[src/pkg/fhts_pkg.sv]
// Summary of operation
// Suppress blocks retune, address still advances
// Suppress honoured only in sequential addressing
// Clear returns sequence address to zero
// Clear sampled always, applied at step
// Analyzer edge retunes in external, enabled, armed
// Controller gives valid index per analyzer edge
// Generator edge retunes in external, enabled, armed
// Controller gives valid index per generator edge
// Step trigger advances only in sequential mode
// Step retunes only enabled, armed units
// Optional generator level pulse-off per hop
// Jump pulse on non-increment step or clear
// Index lines unsigned binary, high is one
// Same-type triggers spaced 577 us apart; the testbench spaces them about 4 us apart
// Analyzer skips retune when frequency unchanged
// Inputs synchronised, rising edges single-cycle
package fhts_pkg;

	localparam int INDEX_W = 11;
	localparam int CNT_W = 8;
	localparam int SYNC_STAGES = 2;

	localparam int CLK_PERIOD_NS = 10;
	// Pulse widths on the connector are at least 1 us
	localparam int JUMP_PULSE_NS = 1000;
	localparam int GEN_OFF_PULSE_NS = 1000;
	localparam int TRIG_SPACING_US = 577;

	localparam int JUMP_PULSE_CYCLES = (JUMP_PULSE_NS + CLK_PERIOD_NS - 1) / CLK_PERIOD_NS;
	localparam int GEN_OFF_CYCLES = (GEN_OFF_PULSE_NS + CLK_PERIOD_NS - 1) / CLK_PERIOD_NS;

	localparam logic [INDEX_W-1:0] INDEX_RESET = 11'h000;
	localparam logic [CNT_W-1:0] CNT_RESET = 8'h00;
	localparam logic [CNT_W-1:0] JUMP_LOAD = CNT_W'(JUMP_PULSE_CYCLES);
	localparam logic [CNT_W-1:0] GEN_OFF_LOAD = CNT_W'(GEN_OFF_CYCLES);

endpackage : fhts_pkg

[src/hdl/fhts_sync.sv]
`timescale 1ns/1ps
module fhts_sync #(
	parameter int W = 1
) (
	input wire logic clk_i,
	input wire logic rst_n_i,
	input wire logic ce_i,
	input wire logic [W-1:0] d_i,
	input wire logic [W-1:0] rst_val_i,
	output logic [W-1:0] q_o
);
	typedef struct packed {
		logic [W-1:0] stage1;
		logic [W-1:0] stage2;
	} fhts_sync_state_t;

	fhts_sync_state_t st_reg;
	fhts_sync_state_t st_next;

	always_comb begin
		st_next = st_reg;
		if (ce_i) begin
			st_next.stage1 = d_i;
			// First stage feeds only the second
			st_next.stage2 = st_reg.stage1;
		end
	end

	// Reset value is a constant tie at every instance
	always_ff @(posedge clk_i or negedge rst_n_i) begin
		if (!rst_n_i) begin
			st_reg <= '0;
		end else begin
			st_reg <= st_next;
		end
	end

	assign q_o = st_reg.stage2 ^ rst_val_i;

endmodule : fhts_sync

[src/hdl/fhts_edge.sv]
`timescale 1ns/1ps
module fhts_edge (
	input wire logic clk_i,
	input wire logic rst_n_i,
	input wire logic ce_i,
	input wire logic level_i,
	output logic rise_o
);
	typedef struct packed {
		logic prev;
		logic rise;
	} fhts_edge_state_t;

	fhts_edge_state_t st_reg;
	fhts_edge_state_t st_next;

	always_comb begin
		st_next = st_reg;
		if (ce_i) begin
			st_next.prev = level_i;
			st_next.rise = level_i & ~st_reg.prev;
		end
	end

	// Prev starts high so a line already high at reset is no edge
	always_ff @(posedge clk_i or negedge rst_n_i) begin
		if (!rst_n_i) begin
			st_reg <= '{prev: 1'b1, rise: 1'b0};
		end else begin
			st_reg <= st_next;
		end
	end

	assign rise_o = st_reg.rise & ce_i;

endmodule : fhts_edge

[src/hdl/fhts_top.sv]
`timescale 1ns/1ps
module fhts_top (
	input wire logic CLK_I,
	input wire logic RST_N_I,
	input wire logic CE_I,
	input wire logic GENERATOR_HOP_TRIGGER_I,
	input wire logic ANALYZER_HOP_TRIGGER_I,
	input wire logic SEQUENCE_STEP_TRIGGER_I,
	input wire logic SEQUENCE_CLEAR_N_I,
	input wire logic HOP_SUPPRESS_N_I,
	input wire logic [fhts_pkg::INDEX_W-1:0] HOP_TABLE_INDEX_I,
	input wire logic ADDR_SRC_SEQ_I,
	input wire logic GEN_HOP_EN_I,
	input wire logic GEN_HOP_ARM_I,
	input wire logic ANA_HOP_EN_I,
	input wire logic ANA_HOP_ARM_I,
	input wire logic GEN_PULSE_ON_HOP_I,
	input wire logic [fhts_pkg::INDEX_W-1:0] SEQ_TABLE_LAST_I,
	input wire logic ANA_NEXT_SAME_I,
	output logic GEN_RETUNE_O,
	output logic [fhts_pkg::INDEX_W-1:0] GEN_INDEX_O,
	output logic ANA_RETUNE_O,
	output logic [fhts_pkg::INDEX_W-1:0] ANA_INDEX_O,
	output logic GEN_PULSE_OFF_O,
	output logic SEQ_JUMP_O,
	output logic [fhts_pkg::INDEX_W-1:0] SEQ_ADDR_O,
	output logic [fhts_pkg::INDEX_W-1:0] SEQ_NEXT_ADDR_O
);
	localparam int IW = fhts_pkg::INDEX_W;
	localparam int NLVL = 5;

	//------------------------------------------------------------
	// Reset release and input synchronisers
	//------------------------------------------------------------
	logic rst_n;
	logic [NLVL-1:0] lvl_s;
	logic [IW-1:0] idx_s;
	logic gen_trig_s;
	logic ana_trig_s;
	logic step_trig_s;
	logic clear_n_s;
	logic suppress_n_s;
	logic gen_rise;
	logic ana_rise;
	logic step_rise;
	logic edge_rst_n;

	fhts_sync #(.W(1)) u_rst_sync (
		.clk_i(CLK_I),
		.rst_n_i(RST_N_I),
		.ce_i(1'b1),
		.d_i(1'b1),
		.rst_val_i(1'b0),
		.q_o(rst_n)
	);

	// two-flop sync
	// Active-low lines are inverted around the sync so they idle high out of reset
	fhts_sync #(.W(NLVL)) u_lvl_sync (
		.clk_i(CLK_I),
		.rst_n_i(rst_n),
		.ce_i(CE_I),
		.d_i({GENERATOR_HOP_TRIGGER_I, ANALYZER_HOP_TRIGGER_I, SEQUENCE_STEP_TRIGGER_I,
			~SEQUENCE_CLEAR_N_I, ~HOP_SUPPRESS_N_I}),
		.rst_val_i(5'h03),
		.q_o(lvl_s)
	);

	assign gen_trig_s = lvl_s[4];
	assign ana_trig_s = lvl_s[3];
	assign step_trig_s = lvl_s[2];
	assign clear_n_s = lvl_s[1];
	assign suppress_n_s = lvl_s[0];

	// unsigned index
	// Index goes through the same two stages as the triggers, so it
	// lines up with the edge pulse given 1 us of setup on the pins
	fhts_sync #(.W(IW)) u_idx_sync (
		.clk_i(CLK_I),
		.rst_n_i(rst_n),
		.ce_i(CE_I),
		.d_i(HOP_TABLE_INDEX_I),
		.rst_val_i(11'h000),
		.q_o(idx_s)
	);

	// edge reset
	// Edge detectors leave reset only once the level syncs hold real pin
	// values, so a trigger already high at reset is not taken as an edge
	fhts_sync #(.W(1)) u_edge_rst_sync (
		.clk_i(CLK_I),
		.rst_n_i(rst_n),
		.ce_i(CE_I),
		.d_i(1'b1),
		.rst_val_i(1'b0),
		.q_o(edge_rst_n)
	);

	// edge pulses
	fhts_edge u_gen_edge (
		.clk_i(CLK_I),
		.rst_n_i(edge_rst_n),
		.ce_i(CE_I),
		.level_i(gen_trig_s),
		.rise_o(gen_rise)
	);

	fhts_edge u_ana_edge (
		.clk_i(CLK_I),
		.rst_n_i(edge_rst_n),
		.ce_i(CE_I),
		.level_i(ana_trig_s),
		.rise_o(ana_rise)
	);

	fhts_edge u_step_edge (
		.clk_i(CLK_I),
		.rst_n_i(edge_rst_n),
		.ce_i(CE_I),
		.level_i(step_trig_s),
		.rise_o(step_rise)
	);

	//------------------------------------------------------------
	// Hop state
	//------------------------------------------------------------
	typedef struct packed {
		logic clr_pend;
		logic [IW-1:0] seq_addr;
		logic [IW-1:0] nxt_addr;
		logic gen_retune;
		logic [IW-1:0] gen_index;
		logic ana_retune;
		logic [IW-1:0] ana_index;
		logic [fhts_pkg::CNT_W-1:0] off_cnt;
		logic gen_off;
		logic [fhts_pkg::CNT_W-1:0] jump_cnt;
		logic jump;
	} fhts_top_state_t;

	fhts_top_state_t st_reg;
	fhts_top_state_t st_next;

	logic seq_mode;
	logic gen_ok;
	logic ana_ok;
	logic suppress;
	logic step_ev;
	logic wrap;
	logic jump_ev;
	logic gen_ext_ev;
	logic ana_ext_ev;
	logic gen_seq_ev;
	logic ana_seq_ev;
	logic gen_ev;
	logic [IW-1:0] step_addr;

	always_comb begin
		seq_mode = ADDR_SRC_SEQ_I;
		gen_ok = GEN_HOP_EN_I & GEN_HOP_ARM_I;
		ana_ok = ANA_HOP_EN_I & ANA_HOP_ARM_I;
		// suppress in sequential only
		suppress = seq_mode & ~suppress_n_s;
		// step only in sequential
		step_ev = seq_mode & step_rise;
		wrap = (st_reg.seq_addr == SEQ_TABLE_LAST_I);
		// clear goes to zero
		step_addr = (st_reg.clr_pend | wrap) ? fhts_pkg::INDEX_RESET : st_reg.seq_addr + 11'h001;
		// jump on non-increment
		jump_ev = step_ev & (st_reg.clr_pend | wrap);
		// generator external hop
		gen_ext_ev = ~seq_mode & gen_rise & gen_ok;
		// analyzer external hop
		ana_ext_ev = ~seq_mode & ana_rise & ana_ok;
		// step retunes enabled units
		// suppress gates retune only
		gen_seq_ev = step_ev & gen_ok & ~suppress;
		// skip unchanged analyzer
		ana_seq_ev = step_ev & ana_ok & ~suppress & ~ANA_NEXT_SAME_I;
		gen_ev = gen_ext_ev | gen_seq_ev;
	end

	always_comb begin
		st_next = st_reg;
		if (CE_I) begin
			// clear latched, applied at step
			// A low clear seen in the step cycle stays pending for the next step
			st_next.clr_pend = ~clear_n_s | (st_reg.clr_pend & ~step_ev);
			// address advances regardless
			if (step_ev) begin
				st_next.seq_addr = step_addr;
			end
			// Lags the address by a cycle; steps are hundreds of us apart
			st_next.nxt_addr = step_addr;
			st_next.gen_retune = gen_ev;
			st_next.ana_retune = ana_ext_ev | ana_seq_ev;
			if (gen_ext_ev) begin
				st_next.gen_index = idx_s;
			end else if (gen_seq_ev) begin
				st_next.gen_index = step_addr;
			end
			if (ana_ext_ev) begin
				st_next.ana_index = idx_s;
			end else if (ana_seq_ev) begin
				st_next.ana_index = step_addr;
			end
			// generator pulse-off
			if (gen_ev & GEN_PULSE_ON_HOP_I) begin
				st_next.off_cnt = fhts_pkg::GEN_OFF_LOAD;
				st_next.gen_off = 1'b1;
			end else if (st_reg.off_cnt > 8'h01) begin
				st_next.off_cnt = st_reg.off_cnt - 8'h01;
			end else begin
				st_next.off_cnt = fhts_pkg::CNT_RESET;
				st_next.gen_off = 1'b0;
			end
			// stretched jump pulse
			if (jump_ev) begin
				st_next.jump_cnt = fhts_pkg::JUMP_LOAD;
				st_next.jump = 1'b1;
			end else if (st_reg.jump_cnt > 8'h01) begin
				st_next.jump_cnt = st_reg.jump_cnt - 8'h01;
			end else begin
				st_next.jump_cnt = fhts_pkg::CNT_RESET;
				st_next.jump = 1'b0;
			end
		end
	end

	always_ff @(posedge CLK_I or negedge rst_n) begin
		if (!rst_n) begin
			st_reg <= '0;
		end else begin
			st_reg <= st_next;
		end
	end

	assign GEN_RETUNE_O = st_reg.gen_retune;
	assign GEN_INDEX_O = st_reg.gen_index;
	assign ANA_RETUNE_O = st_reg.ana_retune;
	assign ANA_INDEX_O = st_reg.ana_index;
	assign GEN_PULSE_OFF_O = st_reg.gen_off;
	assign SEQ_JUMP_O = st_reg.jump;
	assign SEQ_ADDR_O = st_reg.seq_addr;
	assign SEQ_NEXT_ADDR_O = st_reg.nxt_addr;
endmodule : fhts_top

[config.mk]
export PLATFORM = sky130hd
export DESIGN_NAME = fhts_top
export DESIGN_NICKNAME = d
export VERILOG_FILES = /design/src/pkg/fhts_pkg.sv /design/src/hdl/fhts_sync.sv /design/src/hdl/fhts_edge.sv /design/src/hdl/fhts_top.sv
export SDC_FILE = /design/constraint.sdc
export NUM_CORES = 1
export LEC_CHECK = 0
export BUFFER_PORTS_ARGS = -buffer_cell sky130_fd_sc_hd__buf_2
export CAP_MARGIN = 20
export CORE_MARGIN = 2
export CORE_UTILIZATION = 61
export CTS_CLUSTER_SIZE = 20
export DETAILED_ROUTE_END_ITERATION = 7
export PLACE_DENSITY_LB_ADDON = 0.15
export SYNTH_ARGS = -nofsm -noshare
export SYNTH_HDL_FRONTEND = slang
export SYNTH_SLANG_ARGS = --single-unit
[constraint.sdc]
create_clock -name CLK_I -period 5.46 [get_ports CLK_I]
set_input_delay 1.092 -clock CLK_I [delete_from_list [all_inputs] [get_ports CLK_I]]
set_output_delay 1.092 -clock CLK_I [all_outputs]
set_load 0.005 [all_outputs]
Word level (Yosys, flattened, before mapping) --
Cells that the tools add are included.
Storage, ports and cells: bits in registers 107, bits of input ports 37, output and inout bits 48, word-level logic and storage cells 89
Cells by class: $add $sub $neg 3, magnitude comparators 2, equality and inequality tests 3, muxes and demuxes 11, bitwise logic cells 38, reductions and logical operators 7
Operator list (number):
- $mux 11 | 5
- $and 1x1->1 | 22
- $mux 9 | 2
- $gt 8x1->1 const B | 2
- $mux 8 | 2
- $sub 8x1->8 const B | 2
- $add 11x1->11 const B | 1
- $eq 11x11->1 | 1
- $not 1->1 | 11
- $reduce_and 2->1 | 5
- $ne 2x2->1 const B | 2
- $or 1x1->1 | 4
- $reduce_bool 2->1 | 2
- $mux 1 | 2
- $not 2->2 | 1

Depth between registers and ports, before layout --
depth in word-level cells 9, gate-level depth with buffers 7, depth with buffers taken out 7

By module --
A second synthesis with hierarchy kept.
Second synthesis, totals: cell total of the unflattened synthesis 526, area, all modules 5484.0 sq um
Modules (own cells, without submodules):
- fhts_top | instances 1, cells an instance 412, area an instance 3678.5 sq um, sequential area each 1626.6 sq um
- fhts_sync (u_idx_sync) | instances 1, cells an instance 57, area an instance 917.1 sq um, sequential area each 550.5 sq um
- fhts_sync (u_lvl_sync) | instances 1, cells an instance 26, area an instance 455.4 sq um, sequential area each 250.2 sq um
- fhts_edge | instances 3, cells an instance 7, area an instance 90.1 sq um, sequential area each 51.3 sq um
- fhts_sync (u_edge_rst_sync ...) | instances 2, cells an instance 5, area an instance 81.3 sq um, sequential area each 50.0 sq um

Worst setup path before layout --
No wires, ideal clock.
kind input port to flip-flop, from input port SEQ_TABLE_LAST_I[2] (netlist name), to register st_reg, in the netlist SEQ_ADDR_O[5], setup time 0.122 ns, arrival time 2.183 ns, data required time 5.338 ns, setup slack 3.155 ns, stages 6, path buffers 1, path through xnor2_1 nand4_1 o31ai_2 buf_4 o21ai_0 a32o_1
Between the ends: word-level cells in the longest chain between the ends 3
RTL lines:
- from (decl) | line fhts_top.sv:18 | input wire logic [fhts_pkg::INDEX_W-1:0] SEQ_TABLE_LAST_I,
- $eq 11x11->1 | line fhts_top.sv:166 | wrap = (st_reg.seq_addr == SEQ_TABLE_LAST_I);
- $or 1x1->1 | line fhts_top.sv:168 | step_addr = (st_reg.clr_pend | wrap) ? fhts_pkg::INDEX_RESET : st_reg.seq_addr + 11'h001;
- $mux 11 | line fhts_top.sv:168
- to (signal assigned) | line fhts_top.sv:234 | st_reg <= st_next;
- to (decl) | line fhts_top.sv:141 | fhts_top_state_t st_reg;
No other way between the ends. A chain may end at the register's enable or synchronous reset.

Worst setup path after layout --
from input port CE_I, to register st_reg[10] (netlist name)
Between the ends: word-level cells in the longest chain between the ends 7, elaborated cells on any way between the ends 10, those cells by class mux: 1; bitwise: 9
RTL lines:
- from (decl) | line fhts_top.sv:5 | input wire logic CE_I,
- $and 1x1->1 | line fhts_edge.sv:34 | assign rise_o = st_reg.rise & ce_i;
- $and 1x1->1 | line fhts_top.sv:165 | step_ev = seq_mode & step_rise;
- $and 1x1->1 (2 in a row) | line fhts_top.sv:177 | gen_seq_ev = step_ev & gen_ok & ~suppress;
- $or 1x1->1 | line fhts_top.sv:180 | gen_ev = gen_ext_ev | gen_seq_ev;
- $and 1x1->1 | line fhts_top.sv:208 | if (gen_ev & GEN_PULSE_ON_HOP_I) begin
- $mux 9 | line fhts_top.sv:208
Several ways; a longest one is shown, not always the timed one.

==> results.toml <==
[worst_setup_path]
setup.worst_path.end = "st_reg[10]$_DFFE_PN0P_"
crit_path_max_fanout = 23
worst_path_dominant_cell_family = "simple AND/OR/NAND/NOR gates"
worst-endpoint-required_ps = 5700
worstPathCellList = "buf_2 -> nand3_1 -> a21oi_2 -> and2_0 -> or4_1 -> o21ai_0"
cp-startpoint = "CE_I"
critical_path.endpoint_type = "register"
crit-reg2reg-capture = "GEN_INDEX_O[10]$_DFFE_PN0P_"
critPathLaunchType = "input port"
timing.critical_path.buf_inv = 1
crit_type = "in -> reg"
timing.rr.start = "SEQ_ADDR_O[0]$_DFFE_PN0P_"
reg2reg_setup_slack_ps = 3170
cp_data_arrival_time_ps = 2830
critical-path-slowest-cell = "a21oi_2"
ff2ff_path_depth = 6
timing.critical_path.slowest_cell_delay_ps = 440
worst-path-stages = 6

[cells_and_area]
proportion_of_layout_cells_with_a_drive_suffix_above_1_pct = 28.9
register_area_um2 = 2690
final_cells = 613
multi_input_area_um2 = 1920
layout.cells.most_common_list = "103 x dfrtp_1, 84 x buf_2, 48 x nand2_1"
largest_reg_flops = 22
num_antenna_cells = 0
syn2layout_area_growth_pct = 6.98
nets = 545
num-fill-cells = 679
final_common_cell = "dfrtp_1"

[floorplan]
boundaryPins = 85
die-area_um2 = 9060
die-height_um = 95.2
initial_core_util_pct = 62.3
std_cell_rows = 33
die-width_um = 95.2
floorplan.core_area_um2 = 8130

[timing]
finalCriticalPeriod_ps = 2590
final.hold.worst_slack_ps = 106
slew_headroom_pct = 42.9
finClkSkew_ps = 12.3
part_of_the_cycle_the_worst_path_needs_pct = 47.4
setup_viol_count_final = 0
hold_violations = 0
slew_violations = 0
maxClockFrequency_mhz = 386
tns_ps = 0
tightestPinTransition_ps = 854
rsz0062_at_grt = "no"

[synthesis]
netlist.area_leader.share_pct = 51.3
synth.yosys.warnings = 0
synth.yosys.seq_area_share_pct = 52.9
post_synth_inst_count = 467
synth-edff-count = 0
synth_area_leader_cell = "dfrtp_1"
synthDistinctLibCells = 54
postSynthNetCount = 509
synthFlopType = "dfrtp_1"
postSynth.asyncResetShare_pct = 100
netlist_area_um2 = 5070
synth.top_cells.by_area = "dfrtp_1 51%, mux2_2 6.9%, buf_4 6.8%"
postSynthRegisterBits = 107
post_synth.cell_area_avg_um2 = 10.9

[pwr]
ir_drop_mv = 0.186
power.density_cell_area_nw_per_um2 = 376
p_leak_nw = 2.46

[drt]
drt_first_pass_iters = 4
drt-initial-drc-count = 218
detail_route.wirelength_mm = 10.2
route.detailed.vias_per_inst = 5.78
remaining_drc_errors = 0
drtAntennaViolNets = 0
wl_per_cell_um = 16.7
dr_total_vias = 3546

[clocking]
h-tree-depth = 3
post_cts_buffers = 0
worst_setup_hold_path_clk_slew_ps = 100
cts_hold_buf = 0
number_of_cells_upsized_or_downsized_after_cts = 0
cts_tree = "yes"
ctsRootBufferMaster = "clkbuf_8"
cts.sink_count = 107
clock_tree.buffer_depth = 2
tritoncts.num_buffers = 9
worst_skew_pair.late_latency_ps = 370

[grt]
grt.met3_usage_pct = 3.87
globalRoute.busiestLayer = "met2"
globalRouteMet1Util_pct = 34.8
grt_util_met2_pct = 35.8
groute.usage.overall_pct = 23.9
first_global_vias = 3282
initial_antenna_violation_count = 0
globalRouteOverflowTotal = 0
largest_net_degree_at_the_start_of_global_routing = 64
grt_pass1_wl_mm = 16.7

[placed_design]
detailedPlacementHpwl_mm = 7.29
routabilityCongestion = 0.818
buffers_on_ports = 84
placed_cells = 597

[outcome]
outcome = "complete, no violations"

[job]
reported_max_cap_violation_count = 0

[hold_path]
worst_hold_path_type = "reg -> async"
[power by group]
group	switching [mW]	internal, mW
Clock	0.284	0.174
Sequential	0.145	0.959
Combinational	0.244	0.233
[per-stage QoR]
stage          setup slack [ps]  utilization (%)  power (mW)  area [um^2]
2_1_floorplan              2440                -        1.50         5070
3_3_place_gp               2530             64.4        1.57         5240
3_5_place_dp               2480             64.4        1.60         5240
4_1_cts                    2890             66.7        2.05         5420
5_1_grt                    2700             66.7        2.17         5420
6_report                   2870             66.7        2.04         5420
[kinds of logic after synthesis]
logic type	synth area share [%]
other cells	0.0740
mux	7.08
flops	52.9
fa+ha+maj	1.23
compound gates	13.6
xor+xnor	4.32
simple gates	11.7
buf+inv	9.16
[metal layers]
| layer | share of wire (%) | up-vias |
|---|---|---|
| met5 | 0 | - |
| met4 | 1.7 | 0 |
| met3 | 5.0 | 16 |
| met2 | 47 | 94 |
| met1 | 46 | 1761 |
| li1 | - | 1675 |
[area by class of cell]
cell class              count  area share (%)
well taps                 105            2.42
flip-flops and latches    107            49.5
inverters                  11           0.761
clock buffers               9            2.28
clock inverters             7            1.11
repair buffers             89            8.44
multi-input cells         285            35.5
[how the worst min path moves through the flow]
stage / start / endpoint / slack (ps)
2_1_floorplan: u_edge_rst_sync.st_reg[0]$_DFFE_PN0P_ / u_ana_edge.st_reg[0]$_DFFE_PN0P_ / 70
3_3_place_gp: u_edge_rst_sync.st_reg[0]$_DFFE_PN0P_ / u_gen_edge.st_reg[0]$_DFFE_PN0P_ / 100
3_5_place_dp: u_edge_rst_sync.st_reg[0]$_DFFE_PN0P_ / u_gen_edge.st_reg[0]$_DFFE_PN0P_ / 100
4_1_cts: u_edge_rst_sync.st_reg[0]$_DFFE_PN0P_ / u_gen_edge.st_reg[0]$_DFFE_PN0P_ / 120
5_1_grt: u_edge_rst_sync.st_reg[0]$_DFFE_PN0P_ / u_ana_edge.st_reg[0]$_DFFE_PN0P_ / 140
6_report: u_edge_rst_sync.st_reg[0]$_DFFE_PN0P_ / u_ana_edge.st_reg[0]$_DFFE_PN0P_ / 110
[cell usage after synthesis (2+ instances only)]
cell         n
buf_1        2
buf_4       46
o21ai_0     37
and3_1       3
nor3_1       8
a22o_1       5
dfstp_2      3
o311ai_0     2
xnor2_1     17
or4_1        2
o21a_1       3
ha_1         5
nand2b_1     4
nand2_1     48
or3_1        2
a22oi_1     17
o311ai_1     2
o2bb2ai_1    6
clkbuf_1     8
o41ai_1      4
o31ai_1     12
buf_2        8
nor2_1      24
a31oi_1      3
inv_1       10
nand3b_1     3
xor2_1       8
mux2_2      31
nand3_1     12
a21oi_1      2
nand4_1      4
dfrtp_1    104
[worst reg2reg max path, cell delays in order, from the launching register on]
cell	delay [ps]
dfrtp_1	580
ha_1	330
and4_1	270
or3b_1	370
xor2_1	370
o311ai_1	150
o21a_1	120
No activity file was read; power rests on OpenSTA's default activity.
